**src/timer_event_map.svh**
```systemverilog
// Register offsets, field positions, reset values and timing counts
// of the timer event block. Assumes an 8-bit APB byte address.
`ifndef TIMER_EVENT_MAP_SVH
`define TIMER_EVENT_MAP_SVH

// Register byte offsets
`define OFF_CONTROL 8'h00
`define OFF_IRQ_MASK 8'h04
`define OFF_DMA_ENABLE 8'h08
`define OFF_CHANNEL_MODE 8'h0C
`define OFF_STATUS 8'h10
`define OFF_EVENT 8'h14
`define OFF_PRESCALER 8'h18
`define OFF_AUTO_RELOAD 8'h1C
`define OFF_COUNTER 8'h20
`define OFF_CH1_VALUE 8'h24
`define OFF_CH2_VALUE 8'h28

// Event and status bit positions (shared layout)
`define BIT_UPDATE 0
`define BIT_CH1 1
`define BIT_CH2 2
`define BIT_CONTROL 5
`define BIT_TRIGGER 6
`define BIT_BREAK 7
`define BIT_CH1_OVER 9
`define BIT_CH2_OVER 10

// Channel mode bit positions
`define BIT_CH1_INPUT 0
`define BIT_CH2_INPUT 1
`define BIT_CH1_COMPL 2
`define BIT_CH2_COMPL 3

// Implemented bits and reset values
`define EVENT_USED 16'h00E7
`define STATUS_USED 16'h06E7
`define RST_ZERO 16'h0000
`define RST_RELOAD 16'hFFFF

// Read-to-ready latency of the bus slave, in clock cycles
`define BUS_WAIT_CYCLES 1

`endif

```
**src/timer_event_pkg.sv**
```systemverilog
// Types shared by the timer event block and its channel unit.
// Assumes nothing of its surroundings.
package timer_event_pkg;
  typedef logic [15:0] half_t;
  typedef logic [31:0] word_t;
  typedef logic [7:0] addr_t;
  typedef enum {COUNT_UP, COUNT_DOWN, COUNT_CENTER} count_mode_t;
endpackage
```
**src/capture_channel.sv**
```systemverilog
// One capture/compare channel: flag, overcapture flag, stored value.
// Assumes single-cycle event strobes from the timer on the same clock.
`timescale 1ns/1ps
`include "timer_event_map.svh"
module capture_channel (
  // Clock and reset
  input wire logic ref_clk,
  input wire logic rst_n,
  // Event and mode
  input wire logic event_strobe,
  input wire logic is_input,
  input wire logic dma_enable,
  input wire timer_event_pkg::half_t counter,
  // Software access
  input wire logic clear_flag,
  input wire logic clear_over,
  input wire logic write_value,
  input wire timer_event_pkg::half_t value_in,
  // Results
  output timer_event_pkg::half_t value,
  output logic flag,
  output logic over_flag,
  output logic dma_req
);
  import timer_event_pkg::*;

  half_t next_value;
  logic next_flag;
  logic next_over_flag;
  logic next_dma_req;

  // Capture, flag setting; a set beats a clear in the same cycle
  always_comb begin
    next_value = value;
    if (event_strobe && is_input) begin
      next_value = counter;
    end else if (write_value && !is_input) begin
      next_value = value_in;
    end
    next_flag = event_strobe || (flag && !clear_flag);
    next_over_flag = (event_strobe && is_input && flag)
      || (over_flag && !clear_over);
    next_dma_req = event_strobe && dma_enable;
  end

  // Channel registers
  always_ff @(posedge ref_clk) begin
    if (!rst_n) begin
      value <= `RST_ZERO;
      flag <= 1'b0;
      over_flag <= 1'b0;
      dma_req <= 1'b0;
    end else begin
      value <= next_value;
      flag <= next_flag;
      over_flag <= next_over_flag;
      dma_req <= next_dma_req;
    end
  end
endmodule

```
**src/timer_event_gen.sv**
```systemverilog
// Timer software event generation with APB registers, a small counter,
// two capture channels and a level interrupt.
// Assumes an APB master on ref_clk and asynchronous break/trigger pins.
`timescale 1ns/1ps
`include "timer_event_map.svh"

module timer_event_gen (
  // Clock and reset
  input wire logic ref_clk,
  input wire logic rst_n,
  // APB slave
  input wire logic psel,
  input wire logic penable,
  input wire logic pwrite,
  input wire timer_event_pkg::addr_t paddr,
  input wire timer_event_pkg::word_t pwdata,
  output timer_event_pkg::word_t prdata,
  output logic pready,
  output logic pslverr,
  // External event pins
  input wire logic break_in,
  input wire logic trigger_in,
  // Event strobes to the rest of the timer
  output logic update_strobe,
  output logic channel_one_strobe,
  output logic channel_two_strobe,
  output logic control_update_strobe,
  output logic trigger_strobe,
  output logic break_strobe,
  // Requests
  output logic channel_one_dma_req,
  output logic channel_two_dma_req,
  output logic irq
);
  import timer_event_pkg::*;

  // Software registers
  logic [1:0] control;
  half_t irq_mask;
  logic [1:0] dma_enable;
  logic [3:0] channel_mode;
  half_t prescaler;
  half_t auto_reload_value;
  logic [1:0] next_control;
  half_t next_irq_mask;
  logic [1:0] next_dma_enable;
  logic [3:0] next_channel_mode;
  half_t next_prescaler;
  half_t next_auto_reload_value;

  // Bus state
  logic next_pready;
  logic next_pslverr;
  word_t next_prdata;
  logic bus_done;
  logic bus_wr;
  logic bus_rd;
  logic addr_hit;

  // Pin synchronisers
  logic [1:0] break_sync;
  logic [1:0] trigger_sync;
  logic trigger_seen;
  logic break_active;
  logic trigger_rise;

  // Event strobes and flags
  half_t event_write;
  logic next_update_strobe;
  logic next_channel_one_strobe;
  logic next_channel_two_strobe;
  logic next_control_update_strobe;
  logic next_trigger_strobe;
  logic next_break_strobe;
  logic update_flag;
  logic control_update_flag;
  logic trigger_flag;
  logic break_flag;
  logic next_update_flag;
  logic next_control_update_flag;
  logic next_trigger_flag;
  logic next_break_flag;
  half_t status_clear;

  // Counter
  half_t prescale_count;
  half_t counter;
  logic center_down;
  half_t next_prescale_count;
  half_t next_counter;
  logic next_center_down;
  logic natural_update;
  count_mode_t count_mode;

  // Channels
  half_t channel_one_capture_value;
  half_t channel_two_capture_value;
  logic channel_one_flag;
  logic channel_two_flag;
  logic channel_one_overcapture_flag;
  logic channel_two_overcapture_flag;
  half_t status;

  // Decodes the counting mode from the control bits
  function automatic count_mode_t mode_of(input logic [1:0] ctl);
    if (ctl[1]) begin
      return COUNT_CENTER;
    end else if (ctl[0]) begin
      return COUNT_DOWN;
    end
    return COUNT_UP;
  endfunction

  // Tells whether an offset is one of the mapped registers
  function automatic logic is_mapped(input addr_t a);
    case (a)
      `OFF_CONTROL, `OFF_IRQ_MASK, `OFF_DMA_ENABLE, `OFF_CHANNEL_MODE,
      `OFF_STATUS, `OFF_EVENT, `OFF_PRESCALER, `OFF_AUTO_RELOAD,
      `OFF_COUNTER, `OFF_CH1_VALUE, `OFF_CH2_VALUE: return 1'b1;
      default: return 1'b0;
    endcase
  endfunction

  // Bus qualifiers; the access completes on the edge with pready high
  assign bus_done = psel && penable && pready;
  assign bus_wr = bus_done && pwrite && !pslverr;
  assign bus_rd = bus_done && !pwrite && !pslverr;
  assign addr_hit = is_mapped(paddr);
  assign count_mode = mode_of(control);
  assign break_active = break_sync[1];
  assign trigger_rise = trigger_sync[1] && !trigger_seen;
  assign status = {5'h00, channel_two_overcapture_flag,
    channel_one_overcapture_flag, 1'b0, break_flag, trigger_flag,
    control_update_flag, 2'h0, channel_two_flag, channel_one_flag,
    update_flag};
  assign irq = |(status & irq_mask);

  // Software register writes and one wait state bus answer
  always_comb begin
    next_control = control;
    next_irq_mask = irq_mask;
    next_dma_enable = dma_enable;
    next_channel_mode = channel_mode;
    next_prescaler = prescaler;
    next_auto_reload_value = auto_reload_value;
    if (bus_wr) begin
      case (paddr)
        `OFF_CONTROL: next_control = pwdata[1:0];
        `OFF_IRQ_MASK: next_irq_mask = pwdata[15:0] & `STATUS_USED;
        `OFF_DMA_ENABLE: next_dma_enable = pwdata[2:1];
        `OFF_CHANNEL_MODE: next_channel_mode = pwdata[3:0];
        `OFF_PRESCALER: next_prescaler = pwdata[15:0];
        `OFF_AUTO_RELOAD: next_auto_reload_value = pwdata[15:0];
        default: next_control = control;
      endcase
    end
    next_pready = psel && penable && !pready;
    next_pslverr = psel && penable && !pready && !addr_hit;
    next_prdata = 32'h0000_0000;
    if (psel && penable && !pready) begin
      case (paddr)
        `OFF_CONTROL: next_prdata = {30'h0, control};
        `OFF_IRQ_MASK: next_prdata = {16'h0000, irq_mask};
        `OFF_DMA_ENABLE: next_prdata = {29'h0, dma_enable, 1'b0};
        `OFF_CHANNEL_MODE: next_prdata = {28'h0, channel_mode};
        `OFF_STATUS: next_prdata = {16'h0000, status};
        `OFF_PRESCALER: next_prdata = {16'h0000, prescaler};
        `OFF_AUTO_RELOAD: next_prdata = {16'h0000, auto_reload_value};
        `OFF_COUNTER: next_prdata = {16'h0000, counter};
        `OFF_CH1_VALUE: next_prdata = {16'h0000, channel_one_capture_value};
        `OFF_CH2_VALUE: next_prdata = {16'h0000, channel_two_capture_value};
        default: next_prdata = 32'h0000_0000;
      endcase
    end
  end

  // Registers of the bus side
  always_ff @(posedge ref_clk) begin
    if (!rst_n) begin
      control <= 2'h0;
      irq_mask <= `RST_ZERO;
      dma_enable <= 2'h0;
      channel_mode <= 4'h0;
      prescaler <= `RST_ZERO;
      auto_reload_value <= `RST_RELOAD;
      pready <= 1'b0;
      pslverr <= 1'b0;
      prdata <= 32'h0000_0000;
    end else begin
      control <= next_control;
      irq_mask <= next_irq_mask;
      dma_enable <= next_dma_enable;
      channel_mode <= next_channel_mode;
      prescaler <= next_prescaler;
      auto_reload_value <= next_auto_reload_value;
      pready <= next_pready;
      pslverr <= next_pslverr;
      prdata <= next_prdata;
    end
  end

  // Event bits written as one; zeros and reserved bits drop out
  always_comb begin
    event_write = `RST_ZERO;
    if (bus_wr && paddr == `OFF_EVENT) begin
      event_write = pwdata[15:0] & `EVENT_USED;
    end
    status_clear = `RST_ZERO;
    if (bus_wr && paddr == `OFF_STATUS) begin
      status_clear = pwdata[15:0];
    end
    // Each strobe lasts one cycle, so the bit clears itself
    next_update_strobe = event_write[`BIT_UPDATE];
    next_channel_one_strobe = event_write[`BIT_CH1];
    next_channel_two_strobe = event_write[`BIT_CH2];
    next_control_update_strobe = event_write[`BIT_CONTROL]
      && (channel_mode[`BIT_CH1_COMPL]
      || channel_mode[`BIT_CH2_COMPL]);
    next_trigger_strobe = event_write[`BIT_TRIGGER]
      || trigger_rise;
    next_break_strobe = event_write[`BIT_BREAK];
    // Sticky flags, set wins over a write-one clear
    next_update_flag = update_strobe || natural_update
      || (update_flag && !status_clear[`BIT_UPDATE]);
    next_control_update_flag = control_update_strobe
      || (control_update_flag && !status_clear[`BIT_CONTROL]);
    next_trigger_flag = trigger_strobe
      || (trigger_flag && !status_clear[`BIT_TRIGGER]);
    next_break_flag = break_strobe || break_active
      || (break_flag && !status_clear[`BIT_BREAK]);
  end

  // Event strobes, flags and pin synchronisers
  always_ff @(posedge ref_clk) begin
    if (!rst_n) begin
      update_strobe <= 1'b0;
      channel_one_strobe <= 1'b0;
      channel_two_strobe <= 1'b0;
      control_update_strobe <= 1'b0;
      trigger_strobe <= 1'b0;
      break_strobe <= 1'b0;
      update_flag <= 1'b0;
      control_update_flag <= 1'b0;
      trigger_flag <= 1'b0;
      break_flag <= 1'b0;
      break_sync <= 2'h0;
      trigger_sync <= 2'h0;
      trigger_seen <= 1'b0;
    end else begin
      update_strobe <= next_update_strobe;
      channel_one_strobe <= next_channel_one_strobe;
      channel_two_strobe <= next_channel_two_strobe;
      control_update_strobe <= next_control_update_strobe;
      trigger_strobe <= next_trigger_strobe;
      break_strobe <= next_break_strobe;
      update_flag <= next_update_flag;
      control_update_flag <= next_control_update_flag;
      trigger_flag <= next_trigger_flag;
      break_flag <= next_break_flag;
      break_sync <= {break_sync[0], break_in};
      trigger_sync <= {trigger_sync[0], trigger_in};
      trigger_seen <= trigger_sync[1];
    end
  end

  // Prescaler and counter; a forced update reinitialises both
  always_comb begin
    next_prescale_count = prescale_count + 16'h0001;
    next_counter = counter;
    next_center_down = center_down;
    natural_update = 1'b0;
    if (update_strobe) begin
      next_prescale_count = `RST_ZERO;
      next_center_down = 1'b0;
      next_counter = (count_mode == COUNT_DOWN) ? auto_reload_value
        : `RST_ZERO;
    end else if (prescale_count >= prescaler) begin
      next_prescale_count = `RST_ZERO;
      case (count_mode)
        COUNT_DOWN: begin
          natural_update = (counter == `RST_ZERO);
          next_counter = natural_update ? auto_reload_value
            : counter - 16'h0001;
        end
        COUNT_CENTER: begin
          if (!center_down && counter >= auto_reload_value) begin
            next_center_down = 1'b1;
            natural_update = 1'b1;
            next_counter = counter - 16'h0001;
          end else if (center_down && counter == `RST_ZERO) begin
            next_center_down = 1'b0;
            natural_update = 1'b1;
            next_counter = counter + 16'h0001;
          end else begin
            next_counter = center_down ? counter - 16'h0001
              : counter + 16'h0001;
          end
        end
        default: begin
          natural_update = (counter >= auto_reload_value);
          next_counter = natural_update ? `RST_ZERO : counter + 16'h0001;
        end
      endcase
    end
  end

  // Counter registers
  always_ff @(posedge ref_clk) begin
    if (!rst_n) begin
      prescale_count <= `RST_ZERO;
      counter <= `RST_ZERO;
      center_down <= 1'b0;
    end else begin
      prescale_count <= next_prescale_count;
      counter <= next_counter;
      center_down <= next_center_down;
    end
  end

  // Channel one; reading its value also clears its flag
  capture_channel channel_one (
    .ref_clk(ref_clk),
    .rst_n(rst_n),
    .event_strobe(channel_one_strobe),
    .is_input(channel_mode[`BIT_CH1_INPUT]),
    .dma_enable(dma_enable[0]),
    .counter(counter),
    .clear_flag(status_clear[`BIT_CH1]
      || (bus_rd && paddr == `OFF_CH1_VALUE)),
    .clear_over(status_clear[`BIT_CH1_OVER]),
    .write_value(bus_wr && paddr == `OFF_CH1_VALUE),
    .value_in(pwdata[15:0]),
    .value(channel_one_capture_value),
    .flag(channel_one_flag),
    .over_flag(channel_one_overcapture_flag),
    .dma_req(channel_one_dma_req)
  );

  // Channel two, same behaviour
  capture_channel channel_two (
    .ref_clk(ref_clk),
    .rst_n(rst_n),
    .event_strobe(channel_two_strobe),
    .is_input(channel_mode[`BIT_CH2_INPUT]),
    .dma_enable(dma_enable[1]),
    .counter(counter),
    .clear_flag(status_clear[`BIT_CH2]
      || (bus_rd && paddr == `OFF_CH2_VALUE)),
    .clear_over(status_clear[`BIT_CH2_OVER]),
    .write_value(bus_wr && paddr == `OFF_CH2_VALUE),
    .value_in(pwdata[15:0]),
    .value(channel_two_capture_value),
    .flag(channel_two_flag),
    .over_flag(channel_two_overcapture_flag),
    .dma_req(channel_two_dma_req)
  );
endmodule

```
**config.mk**
```make
export PLATFORM = sky130hd
export DESIGN_NAME = timer_event_gen
export DESIGN_NICKNAME = d
export VERILOG_FILES = /design/src/timer_event_pkg.sv /design/src/capture_channel.sv /design/src/timer_event_gen.sv
export VERILOG_INCLUDE_DIRS = /design/src /design/src/src
export SDC_FILE = /design/constraint.sdc
export NUM_CORES = 1
export LEC_CHECK = 0
export BUFFER_PORTS_ARGS = -buffer_cell sky130_fd_sc_hd__buf_2
export CORE_AREA = 2 2 102 179
export DETAILED_ROUTE_END_ITERATION = 7
export DIE_AREA = 0 0 104 181
export MAX_ROUTING_LAYER = met4
export PLACE_DENSITY = 0.7
export SLEW_MARGIN = 20
export SYNTH_ARGS = -nofsm -noshare
export SYNTH_HDL_FRONTEND = slang
export SYNTH_SLANG_ARGS = --single-unit
```
**constraint.sdc**
```tcl
create_clock -name ref_clk -period 2.58 [get_ports ref_clk]
set_input_delay 0.516 -clock ref_clk [delete_from_list [all_inputs] [get_ports ref_clk]]
set_output_delay 0.516 -clock ref_clk [all_outputs]
set_load 0.1 [all_outputs]
```
# [After elaboration in Yosys (flattened, before gate mapping)]
# Cells that the tools add are included.
[totals] word_cells=165 n_memories=0 mem_bits_rw=0 mem_bits_ro=0 inputBits=47 latchBits=0 register_bits=168
[classes] n_mul=0 n_div=0 n_eq_ne=13 n_lt_le_gt_ge=2 add_sub_neg=3 reduce_logical=83 bitwise_logic=2 mux=29 n_shift=0
[op_table] cell="2-to-1 mux 16 bit" count=12
[op_table] cell="one-hot mux 16 bit (10 select lines)" count=1
[op_table] cell="equality test 32 x 2 -> 1 bit (second input constant)" count=2
[op_table] cell="logical AND 1 bit" count=34
[op_table] cell="adder 16 x 1 -> 16 bit (second input constant)" count=2
[op_table] cell="equality test 32 x 1 -> 1 bit (second input constant)" count=1
[op_table] cell="equality test 8 x 5 -> 1 bit (second input constant)" count=4
[op_table] cell=">= comparator 16 bit" count=2
[op_table] cell="2-to-1 mux 32 bit" count=1
[op_table] cell="one-hot mux 16 bit (2 select lines)" count=1
[op_table] cell="equality test 8 x 6 -> 1 bit (second input constant)" count=3
[op_table] cell="equality test 8 x 4 -> 1 bit (second input constant)" count=2
[op_table] cell="zero test 1 bit" count=16
[op_table] cell="zero test 16 bit" count=1
[op_table] cell="AND reduction 2 bit" count=8
[op_table] cell="OR reduction 16 bit" count=1
[op_table] cell="subtractor 16 x 1 -> 16 bit (second input constant)" count=1
[op_table] cell="logical OR 1 bit" count=14
[op_table] cell="AND 11 bit" count=1
[op_table] cell="2-to-1 mux 11 bit" count=1
[op_table] cell="OR reduction 11 bit" count=1
[op_table] cell="2-to-1 mux 1 bit" count=10
[op_table] cell="equality test 8 x 3 -> 1 bit (second input constant)" count=1
[op_table] cell="zero test 8 bit" count=1
[op_table] cell="other kinds (8)" count=11

# [Logic depth before layout (Yosys ltp)]
# Gate-level depths: netlist of run 1.
[depth] ltp_word=10 ltp_mapped=13

# [Hierarchy]
# From an unflattened synthesis of run 1, not the netlist that was laid out.
[hier_totals] hier_cells=1047 hier_area_um2=8642.0
[modules_own_cells] module="timer_event_gen" n_inst=1 area_per_inst_um2=7043.0 cells_per_inst=887
[modules_own_cells] module="capture_channel" n_inst=2 area_per_inst_um2=799.5 cells_per_inst=80

# [Worst setup path after synthesis of run 1]
# Ideal clock, no wire load.
[synth_path] kind="register to register" from="reg counter[0]" to="reg counter[5]" path_stages_with_launch=12 arrival_time_ps=2654 setup_time_ps=128 slack_ps=-202 path_buffers=2 required_ps=2452 cell_sequence="dfxtp_1 > clkbuf_1 > inv_1 > ha_1 > nand2b_1 > a2111oi_2 > nor4b_2 > o31a_1 > buf_6 > o21ba_1 > a2111oi_1 > nor2_1"
[synth_via] elab_chain_len=7 elab_cells_between_ends=14
[synth_lines] item="from (decl)" line_no="timer_event_gen.sv:87" rtl="half_t counter;"
[synth_lines] item="from (signal assigned)" line_no="timer_event_gen.sv:311" rtl="counter <= `RST_ZERO;"
[synth_lines] item="from (signal assigned)" line_no="timer_event_gen.sv:315" rtl="counter <= next_counter;"
[synth_lines] item="adder 16 x 1 -> 16 bit, or another cell as far along" line_no="timer_event_gen.sv:293, timer_event_gen.sv:296, timer_event_gen.sv:301"
[synth_lines] item="2-to-1 mux 16 bit / logical AND 1 bit (equally long branches)"
[synth_lines] item="2-to-1 mux 16 bit" line_no="timer_event_gen.sv:290" rtl="end else if (center_down && counter == `RST_ZERO) begin"
[synth_lines] item="2-to-1 mux 16 bit" line_no="timer_event_gen.sv:286" rtl="if (!center_down && counter >= auto_reload_value) begin"
[synth_lines] item="one-hot mux 16 bit (2 select lines) (*)" line_no="timer_event_gen.sv:279" rtl="case (count_mode)"
[synth_lines] item="2-to-1 mux 16 bit (*)" line_no="timer_event_gen.sv:277" rtl="end else if (prescale_count >= prescaler) begin"
[synth_lines] item="2-to-1 mux 16 bit (*)" line_no="timer_event_gen.sv:272" rtl="if (update_strobe) begin"
# Every way passes the cells marked *; elsewhere a longest branch is shown, timed or not. The select of a mux whose other input is x is not followed.
# A chain may end at the register's enable or synchronous reset.

# [Worst setup path in the final report of run 1]
[layout_path] from="reg counter[0]" to="reg counter[1]"
# Same word-level chain as after synthesis.

==> results list, run 1 <==
- DRT Wirelength: 27000 um
- A synthesized cell averages 8.22 um^2.
* Area share of the leading cell type in the synthesized netlist: 0.355
- The initial antenna violation count is 0.
- Power density normalized to cell area: 516 mW/mm^2
* Gr ovfl total: 0
* Tcrit/Tclk final: 0.955
- Fill cells in the final layout number 1525.
- In this run the critical register-to-register path is launched from counter[0].
- Tightest hold margin: 0.293 ns
- Summing all multi-input logic gate instances after layout gives 0.00520 mm^2.
* Register-to-register setup slack: 0.12 ns
- Area share of xor/xnor cells in the synthesized design: 0.0337
- Total power consumption of the routed design: 5.40 mW
- Result of the run: finished clean
- In this run the deepest clock path goes through 2 buffers.
- Via count of the first global-routing pass: 8165
* Floorplan core area: 0.0173 mm^2
- The max-slew violation total from the final report was 0.
- CTS tree: built
- The min-delay analysis places its worst path in the category in2reg.
* Detail-routed net length per standard cell: 19.5 um
- sky130_fd_sc_hd__dfxtp_1 takes more of the synthesized area than any other cell.
* Endpoint kind of the worst setup timing path: register
- Counting flops and latches in the post-synthesis netlist gives 152.
* Total track usage: 0.294
- Endpoint of the worst setup timing path: counter[1]
* Critical path startpoint: counter[0]
- CTS Hold Buffers Added: 0
* Mux contribution to synthesized area: 0.0124
- For this run, the detailed router's first-pass iteration total came to 8.
* Cell family with most CP delay: compound AO/OA/AOI/OAI gates
- Across the VDD grid, the largest voltage drop is 0.438 mV.
* Compound-Gate Fraction of Synth Area: 0.257
- Die Ht: 181 um
* RSZ-0062 raised after global routing: yes
- Number of buffer and inverter stages on the critical path: 3
- DR vias: 8373
* Maximum number of pins on one net before global-route repair: 115
* Path depth of the worst reg2reg path: 11
- In this run the horizontal extent of the chip is 104 um.
- Cell area after synthesis: 0.00858 mm^2
* Syn Inst Count: 1043
- Top achievable clock speed: 0.406 GHz
- Walking the worst path, the cells encountered are inv_1 -> ha_1 -> nand2b_4 -> a2111oi_4 -> buf_4 -> nor4b_4 -> buf_4 -> o31a_4 -> xor2_1 -> a221oi_1 -> a21oi_1.
- Placer Congestion: 0.936
* Count of input and output buffers: 57
- Fin. Hold Viols: 0
- The Yosys step of the flow raised 0 warnings.
- Of the total synthesized cell area, the portion taken by AND, OR, NAND and NOR gates is 0.216.
- The slowest stage of the critical path is the sky130_fd_sc_hd__o31a_4 cell.
* Number of design-rule violations left by the first detailed-router iteration: 676
- Synth Flop Type: sky130_fd_sc_hd__dfxtp_1
* Critical path data arrival time: 2.77 ns
* Required time worst endpoint: 2.88 ns
* Root buffer cell: sky130_fd_sc_hd__clkbuf_16
- Share of layout cells above drive strength 1: 0.214
- Die ar.: 0.0188 mm^2
- The netlist uses 69 different library cells.
* Worst Setup Path Type: reg2reg
- In this design, the critical path's most frequently occurring cell is sky130_fd_sc_hd__buf_4.
- Time the final worst path needs with I/O delays and setup: 2.46 ns
- The worst setup path is launched from a register.
- The analysis attributes to cell leakage a power of 4.47 nW.
- In this run the number of H-tree levels came out at 4.
* Destination of the worst register-to-register timing path: counter[1]
* Transition time at the pin with the least slew margin: 0.819 ns
* Stages on worst setup path: 11
- Num ports: 90
* Total clock buffers created by CTS: 17
- DP Wirelength: 19500 um
- The share of the Yosys chip area taken by registers is 0.355.
- Post-synthesis adder-cell area fraction: 0.0525
- Total number of nets in the final design: 1224
- Synthesis-to-layout area growth: 22.0%
- Number of flops mapped to enable cells by yosys: 0
- Number of setup violations in the final report: 0
* Drc violations: 0
* Diodes inserted: 0
- Number of rows created at floorplan: 64
- Maximum Capacitance Violations: 0
- Counting flops with an async set or reset pin after synthesis yields a share of 0.
- The worst pin sits at a relative slew slack of 0.454.
- The initial utilization of the core area, before any placement, comes to 0.496.
* Main combinational cell family by area after synthesis: compound AO/OA/AOI/OAI gates
- On the worst path, the slowest cell contributes a delay of 0.34 ns.
- Detailed-route vias per instance: 6.05
- Top fanout value on the critical path: 5
- Wire length of the first global-routing pass: 42800 um
* Cell types with the largest area share after synthesis: sky130_fd_sc_hd__dfxtp_1 35%, sky130_fd_sc_hd__nand2_1 6.6%, sky130_fd_sc_hd__ha_1 5.3%
- In this run the remaining antenna-violating nets after routing total 0.
* Seq. cell area: 0.00305 mm^2
- Sink count of the clock tree: 152
- After clock tree synthesis, the clock-pin slew on the worst setup and hold paths is 0.06 ns.
- At the later pin of the worst-skew pair, clock insertion delay measures 0.43 ns.
* Worst Skew: 0.00841 ns
[cell families (layout without fill, tap and decap cells)]
logic type | after synthesis | in the layout
mux | 10 | 10
buf+inv | 139 | 235
xor+xnor | 33 | 33
compound gates | 290 | 290
fa+ha+maj | 36 | 36
flops | 152 | 152
simple gates | 382 | 382
other cells | 1 | 16
[sequential cells by signal, summed over array words and instances, names as in the netlist, 2 cells and up]
name and cells:
auto_reload_value 16, channel_one.value 16, channel_two.value 16, counter 16, prdata 16, prescale_count 16
prescaler 16, irq_mask 8, channel_mode 4, break_sync 2, control 2, dma_enable 2
trigger_sync 2
[synthesized netlist by cell type (all sizes together), types with 3 or more instances]
cell,count
dfxtp,152
nand2,150
nand3,73
clkbuf,66
nor2,60
inv,41
a21oi,36
ha,36
a22oi,35
o211a,33
buf,32
a21boi,29
o21ai,28
o211ai,25
xnor2,21
a31oi,17
nor2b,15
a211oi,14
nand4,14
o311ai,14
nor3,13
and2,12
xor2,12
a221oi,10
nor4,9
a222oi,8
and3,7
nand2b,6
nor3b,6
o31a,6
mux2,5
mux2i,5
a22o,4
and4,4
nand3b,4
o21a,4
a311o,3
o22ai,3
o32ai,3
or3,3
or4,3
[cell usage in the layout, fill, tap and decap left out, types with 5 or more instances in the layout]
master / count
sky130_fd_sc_hd__xor2_1: 12
sky130_fd_sc_hd__o211ai_1: 25
sky130_fd_sc_hd__a221oi_1: 8
sky130_fd_sc_hd__a211oi_2: 6
sky130_fd_sc_hd__mux2i_1: 5
sky130_fd_sc_hd__clkbuf_16: 17
sky130_fd_sc_hd__and2_1: 11
sky130_fd_sc_hd__nor3_2: 5
sky130_fd_sc_hd__and3_1: 7
sky130_fd_sc_hd__a21boi_0: 29
sky130_fd_sc_hd__inv_1: 39
sky130_fd_sc_hd__dfxtp_1: 147
sky130_fd_sc_hd__o311ai_0: 14
sky130_fd_sc_hd__ha_1: 32
sky130_fd_sc_hd__a21oi_1: 32
sky130_fd_sc_hd__nor2b_1: 15
sky130_fd_sc_hd__dfxtp_2: 5
sky130_fd_sc_hd__o31a_1: 5
sky130_fd_sc_hd__xnor2_1: 21
sky130_fd_sc_hd__o21ai_0: 25
sky130_fd_sc_hd__nor2_1: 58
sky130_fd_sc_hd__conb_1: 16
sky130_fd_sc_hd__buf_4: 98
sky130_fd_sc_hd__nand3_1: 73
sky130_fd_sc_hd__nand2_1: 150
sky130_fd_sc_hd__nor3b_1: 6
sky130_fd_sc_hd__nand4_1: 14
sky130_fd_sc_hd__o211a_1: 33
sky130_fd_sc_hd__nor3_1: 8
sky130_fd_sc_hd__buf_12: 7
sky130_fd_sc_hd__a31oi_1: 17
sky130_fd_sc_hd__a211oi_1: 8
sky130_fd_sc_hd__a22oi_1: 35
sky130_fd_sc_hd__a222oi_1: 8
sky130_fd_sc_hd__buf_2: 57
[how the worst min path moves through the flow]
stage	start	endpoint	slack, ns	cells past startpoint
6_report	trigger_in	trigger_sync[0]	0.29	2
5_1_grt	trigger_in	trigger_sync[0]	0.30	2
4_1_cts	trigger_in	trigger_sync[0]	0.28	2
3_5_place_dp	trigger_sync[1]	trigger_seen	0.42	2
3_3_place_gp	trigger_seen	trigger_strobe	0.40	1
2_1_floorplan	trigger_seen	trigger_strobe	0.40	1
[metal layers]
metal  vias to the layer above  wire length, um  global-route usage
li1                       3970                -                   -
met4                         0             1570               0.165
met5                         -                0                   -
met1                      3946             9960               0.314
met3                        93             1530              0.0372
met2                       364            13900               0.522
[cell type report]
type / count / share of cell area
Tap cell: 231 / 0.0276
Clock buffer: 19 / 0.0414
Timing Repair Buffer: 162 / 0.111
Inverter: 41 / 0.0147
Sequential cell: 152 / 0.292
Clock inverter: 13 / 0.0161
Multi-Input combinational cell: 767 / 0.498
[report_power, final]
part | total (mW) | internal (mW) | leakage, nW | switching, mW
logic | 0.464 | 0.146 | 2.96 | 0.319
registers | 2.36 | 2.36 | 1.22 | 0.00619
clock network | 2.57 | 1.53 | 0.281 | 1.04
[metrics by stage]
step / util / cell area [um^2] / TNS [ns] / worst slack, ns / instances
after floorplan: - / 8640 / 0 / 0.0000120 / 1058
after global placement: 0.556 / 9630 / -0.249 / -0.0793 / 1351
after detailed placement: 0.556 / 9630 / -0.425 / -0.0994 / 1351
after CTS: 0.593 / 10300 / 0 / 0.0261 / 1384
after global routing: 0.605 / 10500 / -0.0568 / -0.0340 / 1385
final: 0.605 / 10500 / 0 / 0.115 / 1385
[timing repair]
action / in CTS / in global routing
buffers inserted: 1 / 1
endpoints found under the hold margin: 0 / 0
resized for setup: 8 / 36
pin swaps: 5 / 8
setup endpoints to repair: 11 / 15
(Power assumes the default switching activity.)
==> inputs of run 2 (changes only) <==
- ABC_AREA: not set -> 1
- CORE_AREA: 2 2 102 179 -> 2 2 106 185
- DIE_AREA: 0 0 104 181 -> 0 0 108 187
==> run 2 against run 1 <==
Compared with the run above: die area is 7.3% higher; register-to-register slack better by 0.19 ns; count of clock-buffer cells in the layout is 1 higher; critical path type unchanged; largest power group unchanged.
==> results list, run 2 <==
- Result of the run: finished clean
- Cell types with the largest area share after synthesis: sky130_fd_sc_hd__dfxtp_1 33%, sky130_fd_sc_hd__nand2_1 12%, sky130_fd_sc_hd__o21ai_0 6.3%
- Register-to-register setup slack: 0.31 ns (+0.19 ns)
* Post-placement setup slack: 0.318 ns (+0.417 ns)
- Commonest cells post-synth: 284 x sky130_fd_sc_hd__nand2_1, 152 x sky130_fd_sc_hd__dfxtp_1, 136 x sky130_fd_sc_hd__inv_1, 115 x sky130_fd_sc_hd__o21ai_0, 86 x sky130_fd_sc_hd__nor2_1
- Number of unique standard cell types used by synthesis: 56 (-19%)
* LEAKAGE: 4.75 nW (+6.4%)
- The buffering stage count on the worst path with inverters included came to 2 (-1).
* Num ports: 90 (unchanged)
* Maximum clock path buffer count: 2 (unchanged)
* Synth Flop Type: sky130_fd_sc_hd__dfxtp_1
* Detail-routed net length per standard cell: 17.9 um (-8.1%)
- Placer Congestion: 0.987 (+5.4%)
* Final Worst Setup Slack: 0.307 ns (+0.192 ns)
* Area share of the leading cell type in the synthesized netlist: 0.331 (-0.0236)
- The post-synthesis cell area came to 0.00919 mm^2 (+7.1%).
- Met3 usage in global routing: 0.0380 (+0.000822)
* DRT Wirelength: 29100 um (+7.8%)
* Count of nets left with antenna violations after detail routing: 0 (unchanged)
- Die ar.: 0.0202 mm^2 (+7.3%)
* Time the final worst path needs with I/O delays and setup: 2.27 ns (-0.192 ns)
* Critical path data arrival time: 2.60 ns (-0.17 ns)
* Area of combinational cells with multiple inputs: 0.00517 mm^2 (-0.72%)
- Total of fill cells in the finished design: 1834 (+20%)
- The count of cells resized by post-cts repair is 0 (-8).
* Gr ovfl total: 0 (unchanged)
* Die Ht: 187 um (+3.3%)
- The worst-case reg-to-reg path depth was 12 (+1).
* Critical path startpoint: auto_reload_value[13]
* GR Util met1: 0.321 (+0.00680)
* Maximum number of pins on one net before global-route repair: 102 (-11%)
- The worst hold slack after final layout came to 0.268 ns (-0.0247 ns).
- TritonCTS built the clock tree.
- Cell at the slowest stage of the critical path: sky130_fd_sc_hd__ha_1
- The synthesized netlist cell count was 1306 (+25%).
- The sum of internal, switching and leakage power came to 5.59 mW (+3.6%).
- The number of iterations in the first detailed-routing pass came to 6 (-2).
* Top achievable clock speed: 0.440 GHz (+8.5%)
* Fin. Hold Viols: 0 (unchanged)
- Leaving out fill and tap cells, the most frequent cell in the layout is sky130_fd_sc_hd__nand2_1.
* Power density normalized to cell area: 536 mW/mm^2 (+3.9%)
- Cell family with most CP delay: compound AO/OA/AOI/OAI gates
* Diodes inserted: 0 (unchanged)
* Destination of the worst register-to-register timing path: counter[2]
* Critical path launch point type: register
- The number of buffers inserted for hold repair after clock tree synthesis was 0 (unchanged).
* Worst min-delay path class: in2reg
- In the layout the commonest cells are 284 x sky130_fd_sc_hd__nand2_1, 152 x sky130_fd_sc_hd__dfxtp_1, 136 x sky130_fd_sc_hd__inv_1, 115 x sky130_fd_sc_hd__o21ai_0, 85 x sky130_fd_sc_hd__nor2_1.
* # Post-CTS Setup Buffers: 0 (-1)
- The flip-flop and latch count after synthesis is 152 (unchanged).
- Count of synthesis-stage warnings from yosys: 0 (unchanged)
- The number of global-route vias before repair came to 9079 (+11%).
* Slew Limit Fails: 0 (unchanged)
- The count of input and output buffers was 57 (unchanged).
- Floorplan core area: 0.0189 mm^2 (+9.0%)
- Tightest slew margin relative to the limit: 0.589 (+0.136)
- The most common cell in the synthesized netlist is sky130_fd_sc_hd__nand2_1.
- The final total negative setup slack is 0 ns (unchanged).
* Worst Skew: 0.00869 ns (+0.000280 ns)
- Required time worst endpoint: 2.91 ns (+0.03 ns)
- The number of synthesized flops with an enable pin came to 0 (unchanged).
- The critical path ends at counter[2].
- Tcrit/Tclk final: 0.881 (-0.0745)
* Number of antenna violations at the first check in global routing: 0 (unchanged)
* Root buffer cell: sky130_fd_sc_hd__clkbuf_16
- The worst-skew pair later-pin latency is 0.43 ns (about the same).
- The share of synthesized flip-flops with an asynchronous set or reset came to 0 (unchanged).
- The initial detailed-routing violation count is 853 (+26%).
- The slew at the pin with the worst max-slew slack came to 0.611 ns (-0.207 ns).
- Number of setup violations in the final report: 0 (unchanged)
* DP Wirelength: 21900 um (+12%)
* R2R Path Start: auto_reload_value[13]
- The vias per cell was 5.67 (-6.2%).
- Summed over all instances, the cell type with the most area after synthesis is sky130_fd_sc_hd__dfxtp_1.
- The met2 usage is 0.523 (+0.000896).
* Syn Area/Cell: 7.03 um^2 (-14%)
- The die width was 108 um (+3.8%).
- Wire length of the first global-routing pass: 46500 um (+8.5%)
* Number of rows created at floorplan: 67 (+4.7%)
* Initial cell density of the core: 0.487 (-0.00871)
- The clock transition at the register clock pins on the worst setup and hold paths after CTS came to 0.06 ns (about the same).
- Share of layout cells above drive strength 1: 0.159 (-0.0551)
- From synthesis to final layout, the design area changed by 13.6%.
- The worst setup path is of the reg2reg kind.
* Total track usage: 0.306 (+0.0115)
- The worst setup path is captured at a register.
* Stages on worst setup path: 12 (+1)
- Total number of nets in the final design: 1455 (+19%)
* Layer carrying the most global-route usage: met2
* Crit path cell chain: inv_1 -> ha_1 -> a21oi_1 -> o21ai_0 -> a21oi_4 -> nand2_4 -> nand2_4 -> nand2_1 -> nand3_1 -> nand3b_1 -> o21ai_0 -> inv_1
* Maximum Capacitance Violations: 0 (unchanged)
- The via count came to 9212 (+10%).
* Sequential share of the synthesized area: 0.331 (-0.0236)
- The number of H-tree levels is 4 (unchanged).
- The maximum net fanout on the critical path came to 16 (+11).
- The highest cell delay on the worst timing path came to 0.32 ns (-0.02 ns).
- The clock sink count is 152 (unchanged).
- The sequential cell area was 0.00304 mm^2 (-0.20%).
- The DRC violation count after routing was 0 (unchanged).
- RSZ-0062 raised after global routing: no
- IR Drop Worst-Case VDD: 0.492 mV (+12%)
- The number of buffers added by the clock tree synthesis step was 17 (unchanged).
## run 2: logic make-up after synthesis
| logic type | after synthesis | synth area share |
|---|---|---|
| adders and majority gates | 36 | 0.0490 |
| DFF | 152 | 0.331 |
| buffers and inverters | 233 | 0.113 |
| other | 1 | 0.000408 |
| AOI/OAI and AO/OA | 314 | 0.202 |
| xor gates and xnor gates | 29 | 0.0276 |
| and+or+nand+nor | 541 | 0.277 |
## run 2: area by class of cell
cell class                      count  share of cell area
Tap cell                          241              0.0289
Timing Repair Buffer              110              0.0667
Sequential cell                   152               0.292
Inverter                          155              0.0560
Clock buffer                       20              0.0428
Multi-Input combinational cell    936               0.495
Clock inverter                     11              0.0189
## run 2: layer usage
layer  share of wire  vias up  wire length, um
met5               0        -                0
met4           0.070        0             2030
met3           0.056      154             1620
met2            0.51      393            14800
met1            0.37     4182            10700
li1                -     4483                -
## run 2: worst register-to-register path: cells and delay by family (launching register included)
kind            cells  cell delay, ns
compound gates      4            0.85
simple gates        5            0.55
fa+ha+maj           1            0.32
flops               1            0.31
buf+inv             2            0.13
## run 2: how the worst min path moves through the flow
stage | from | endpoint | slack, ns | cells past startpoint
2_1_floorplan | break_sync[0] | break_sync[1] | 0.39 | 2
3_3_place_gp | break_sync[0] | break_sync[1] | 0.40 | 2
3_5_place_dp | break_sync[0] | break_sync[1] | 0.41 | 2
4_1_cts | break_in | break_sync[0] | 0.26 | 3
5_1_grt | break_in | break_sync[0] | 0.27 | 3
6_report | break_in | break_sync[0] | 0.27 | 3
## run 2: power breakdown
| part | total [mW] | internal, mW | switching, mW |
|---|---|---|---|
| clock | 2.74 | 1.74 | 1.00 |
| sequential | 2.37 | 2.36 | 0.00784 |
| combinational | 0.486 | 0.122 | 0.364 |
| total | 5.59 | 4.22 | 1.38 |
## run 2: metrics by stage
stage                     cells   util  cell area (um^2)
after CTS                  1625  0.553             10400
after global routing       1625  0.553             10400
final                      1625  0.553             10400
after floorplan            1321      -              9240
after detailed placement   1594  0.519              9790
after global placement     1594  0.519              9790
==> inputs of run 3 (changes only) <==
- CORE_AREA: 2 2 106 185 -> 2 2 111 193
- DIE_AREA: 0 0 108 187 -> 0 0 113 195
- PLACE_DENSITY: 0.7 -> 0.69
- SYNTH_HIERARCHICAL: not set -> 1
==> run 3 against run 2 <==
Compared with the run above: cell count rose by 14%; wire length is 22% higher; global-route usage is 3.1 points higher; sequential cell count is the same; register-to-register slack worse by 0.08 ns; hold slack got worse by 0.0047 ns; sequential share of layout area decreased by 2.5 points; the run now ends with design-rule violations left; non-clock buffer count up 23; maximum frequency is 3.6% lower; sequential power barely moved; synthesized cell count is 15% higher; combinational power up 14%.
==> results list, run 3 <==
- Result of the run: finished, violations left
* Failing checks: design-rule violations
* Total negative setup slack: 0 ns (unchanged)
- Count of H-tree levels built during CTS: 4 (unchanged)
- Initial cell density of the core: 0.494 (+0.00701)
* Num ports: 90 (unchanged)
- Die Ht: 195 um (+4.3%)
- The most common cell in the synthesized netlist is sky130_fd_sc_hd__nand2_1.
- Number of iterations in the first detailed-routing pass: 8 (+2)
* Register-to-register setup slack: 0.22 ns (-0.08 ns)
- The share of synthesized flip-flops with an asynchronous set or reset was 0 (unchanged).
- Critical path launch point type: register
- CTS tree: built
- Syn Inst Count: 1507 (+15%)
* Share of layout cells above drive strength 1: 0.162 (+0.00273)
* Max stage delay on crit path: 0.41 ns (+0.09 ns)
* Number of setup violations in the final report: 0 (unchanged)
- Number of design-rule violations left by the first detailed-router iteration: 760 (-11%)
- The startpoint identified for the worst register-to-register timing path is prescaler[10].
- The count of antenna-violating nets left after detailed routing is 0 (unchanged).
* Time the final worst path needs with I/O delays and setup: 2.36 ns (+0.0838 ns)
- Count of synthesis-stage warnings from yosys: 6 (+6)
- Power density normalized to cell area: 491 mW/mm^2 (-8.5%)
* Detailed-route vias per instance: 5.49 (-3.1%)
- The wire length of the first global-routing pass was 54900 um (+18%).
- Placer Congestion: 1.05 (+6.4%)
- Top achievable clock speed: 0.424 GHz (-3.6%)
- For this run, the leading register cell type out of synthesis is sky130_fd_sc_hd__dfxtp_1.
* Sink count of the clock tree: 152 (unchanged)
- Tightest hold margin: 0.264 ns (-0.00468 ns)
- The slew at the pin with the worst max-slew slack came to 0.783 ns (+0.172 ns).
- STA classifies the critical path endpoint as a register.
- The number of synthesized flops with an enable pin was 0 (unchanged).
- The number of rows in the core area was 69 (+3.0%).
* Area share of the leading cell type in the synthesized netlist: 0.302 (-0.0289)
- LEAKAGE: 5.72 nW (+20%)
- The hold-critical path depth came to 3 (unchanged).
- Cell types with the largest area share after synthesis: sky130_fd_sc_hd__dfxtp_1 30%, sky130_fd_sc_hd__nand2_1 13%, sky130_fd_sc_hd__inv_1 8.7%
- The average routed wire per standard cell was 19.1 um (+6.4%).
- Flip-flop and latch count after synthesis: 152 (unchanged)
* Syn Area/Cell: 6.68 um^2 (-5.0%)
- Commonest cells after routing, fill and taps aside: 362 x sky130_fd_sc_hd__nand2_1, 234 x sky130_fd_sc_hd__inv_1, 152 x sky130_fd_sc_hd__dfxtp_1, 119 x sky130_fd_sc_hd__nand3_1, 103 x sky130_fd_sc_hd__nor2_1
- The sequential fraction of the synthesis area is 0.302 (-0.0289).
- The max-slew violation total from the final report came to 0 (unchanged).
* Post-CTS clock slew at the launch and capture registers of the worst setup and hold paths: 0.07 ns (about the same)
- Leaving out fill and tap cells, the most frequent cell in the layout is sky130_fd_sc_hd__nand2_1.
* Gr ovfl total: 0 (unchanged)
- Cell area after synthesis: 0.0101 mm^2 (+9.6%)
- Drc violations: 2 (+2)
- Post_cts resized: 0 (unchanged)
* Overall die width: 113 um (+4.6%)
- Floorplan core area: 0.0204 mm^2 (+8.0%)
- The worst setup path is of the reg2reg kind.
- The final number of hold-violating endpoints came to 0 (unchanged).
* Worst Skew: 0.0102 ns (+0.00151 ns)
- Number of placed cells counting well taps: 1824 (+14%)
- The number of buffers added by the clock tree synthesis step is 17 (unchanged).
- Number of antenna violations at the first check in global routing: 0 (unchanged)
* Hold path endpoint: trigger_sync[0]
* Tightest slew margin relative to the limit: 0.464 (-0.125)
* Total of fill cells in the finished design: 2021 (+10%)
* DRT Wirelength: 35400 um (+22%)
- Number of unique standard cell types used by synthesis: 53 (-5.4%)
- Maximum Capacitance Violations: 0 (unchanged)
- The endpoint identified for the worst register-to-register timing path is counter[5].
- Tcrit/Tclk final: 0.913 (+0.0325)
* Commonest cells post-synth: 362 x sky130_fd_sc_hd__nand2_1, 234 x sky130_fd_sc_hd__inv_1, 152 x sky130_fd_sc_hd__dfxtp_1, 119 x sky130_fd_sc_hd__nand3_1, 104 x sky130_fd_sc_hd__nor2_1
- The number of nets in the finished design is 1678 (+15%).
- Synthesis-to-layout area growth: 13.4%
- Diodes inserted: 0 (unchanged)
- The placed wire-length estimate was 27600 um (+26%).
* Required time worst endpoint: 2.91 ns (about the same)
* Later-pin clock latency in the skew report: 0.43 ns (about the same)
- Critical path data arrival time: 2.69 ns (+0.09 ns)
- The startpoint identified for the worst hold timing path is trigger_in.
- The number of standard cells in the layout, taps in and fillers out is 1856 (+14%).
* Die ar.: 0.0220 mm^2 (+9.1%)
- Total track usage: 0.336 (+0.0306)
* RSZ-0062 raised after global routing: no
* Via count of the first global-routing pass: 10100 (+11%)
* Maximum clock path buffer count: 2 (unchanged)
* Synth area leader: sky130_fd_sc_hd__dfxtp_1
- Path depth of the worst reg2reg path: 11 (-1)
* Top fanout value on the critical path: 24 (+8)
- The tightest min-delay check is of the in2reg type.
- Cell at the slowest stage of the critical path: sky130_fd_sc_hd__inv_2
* Count of input and output buffers: 57 (unchanged)
- CTS Hold Buffers Added: 0 (unchanged)
- DR vias: 10200 (+11%)
- The worst-case vdd ir drop was 0.517 mV (+5.0%).
- Maximum number of pins on one net before global-route repair: 98 (-3.9%)
* Crit path cell chain: inv_1 -> ha_1 -> nand2_1 -> nor3_1 -> nand3_1 -> nand3_2 -> nor2_4 -> inv_2 -> nand4_1 -> nand2_1 -> inv_1
- # Post-CTS Setup Buffers: 0 (unchanged)
- Root buffer cell: sky130_fd_sc_hd__clkbuf_16
-- run 3: final cells by class --
cell class | instances | area [um^2] | area share
Tap cell | 248 | 310 | 0.0272
Inverter | 248 | 931 | 0.0815
Clock buffer | 19 | 433 | 0.0379
Clock inverter | 13 | 191 | 0.0168
Multi-Input combinational cell | 1043 | 5600 | 0.491
Sequential cell | 152 | 3040 | 0.267
Timing Repair Buffer | 133 | 906 | 0.0794
-- run 3: critical path, delay by kind of cell, from the launching register on --
kind	cells	cell delay (ns)
and+or+nand+nor	7	1.00
buffers and inverters	3	0.59
DFF	1	0.33
adders and majority gates	1	0.32
-- run 3: worst max path at each step --
stage	startpoint	endpoint	slack (ns)	depth (start not counted)
2_1_floorplan	pready	channel_one/value[0]	0.33	9
3_3_place_gp	paddr[2]	prdata[7]	0.22	9
3_5_place_dp	paddr[2]	prdata[7]	0.19	9
4_1_cts	auto_reload_value[13]	counter[8]	0.21	14
5_1_grt	prescaler[7]	counter[8]	0.02	12
6_report	prescaler[10]	counter[5]	0.22	11
-- run 3: cells by family after synthesis --
kind of cell               count (synthesis)  synth area share
AOI/OAI and AO/OA                        269             0.161
xor gates and xnor gates                  23            0.0200
adders and majority gates                 36            0.0447
buffers and inverters                    327             0.147
DFF                                      152             0.302
other                                      1          0.000372
and+or+nand+nor                          699             0.324
-- run 3: power by group --
group / internal, mW / switching (mW) / total [mW]
combinational: 0.143 / 0.412 / 0.555
clock: 1.63 / 1.05 / 2.68
sequential: 2.36 / 0.00760 / 2.36
-- run 3: stage by stage --
stage	utilization	area [um^2]	total power [mW]	worst slack, ns
6_report	0.560	11400	5.60	0.224
5_1_grt	0.560	11400	5.76	0.0169
4_1_cts	0.560	11400	5.62	0.213
3_5_place_dp	0.530	10800	2.96	0.186
3_3_place_gp	0.530	10800	2.96	0.218
2_1_floorplan	-	10100	2.82	0.326
-- run 3: layer usage --
layer	wire length (um)	vias up	global-route usage
li1	-	5012	-
met1	12000	4618	0.320
met2	18100	395	0.587
met3	1740	171	0.0428
met4	3590	0	0.291
met5	0	-	-
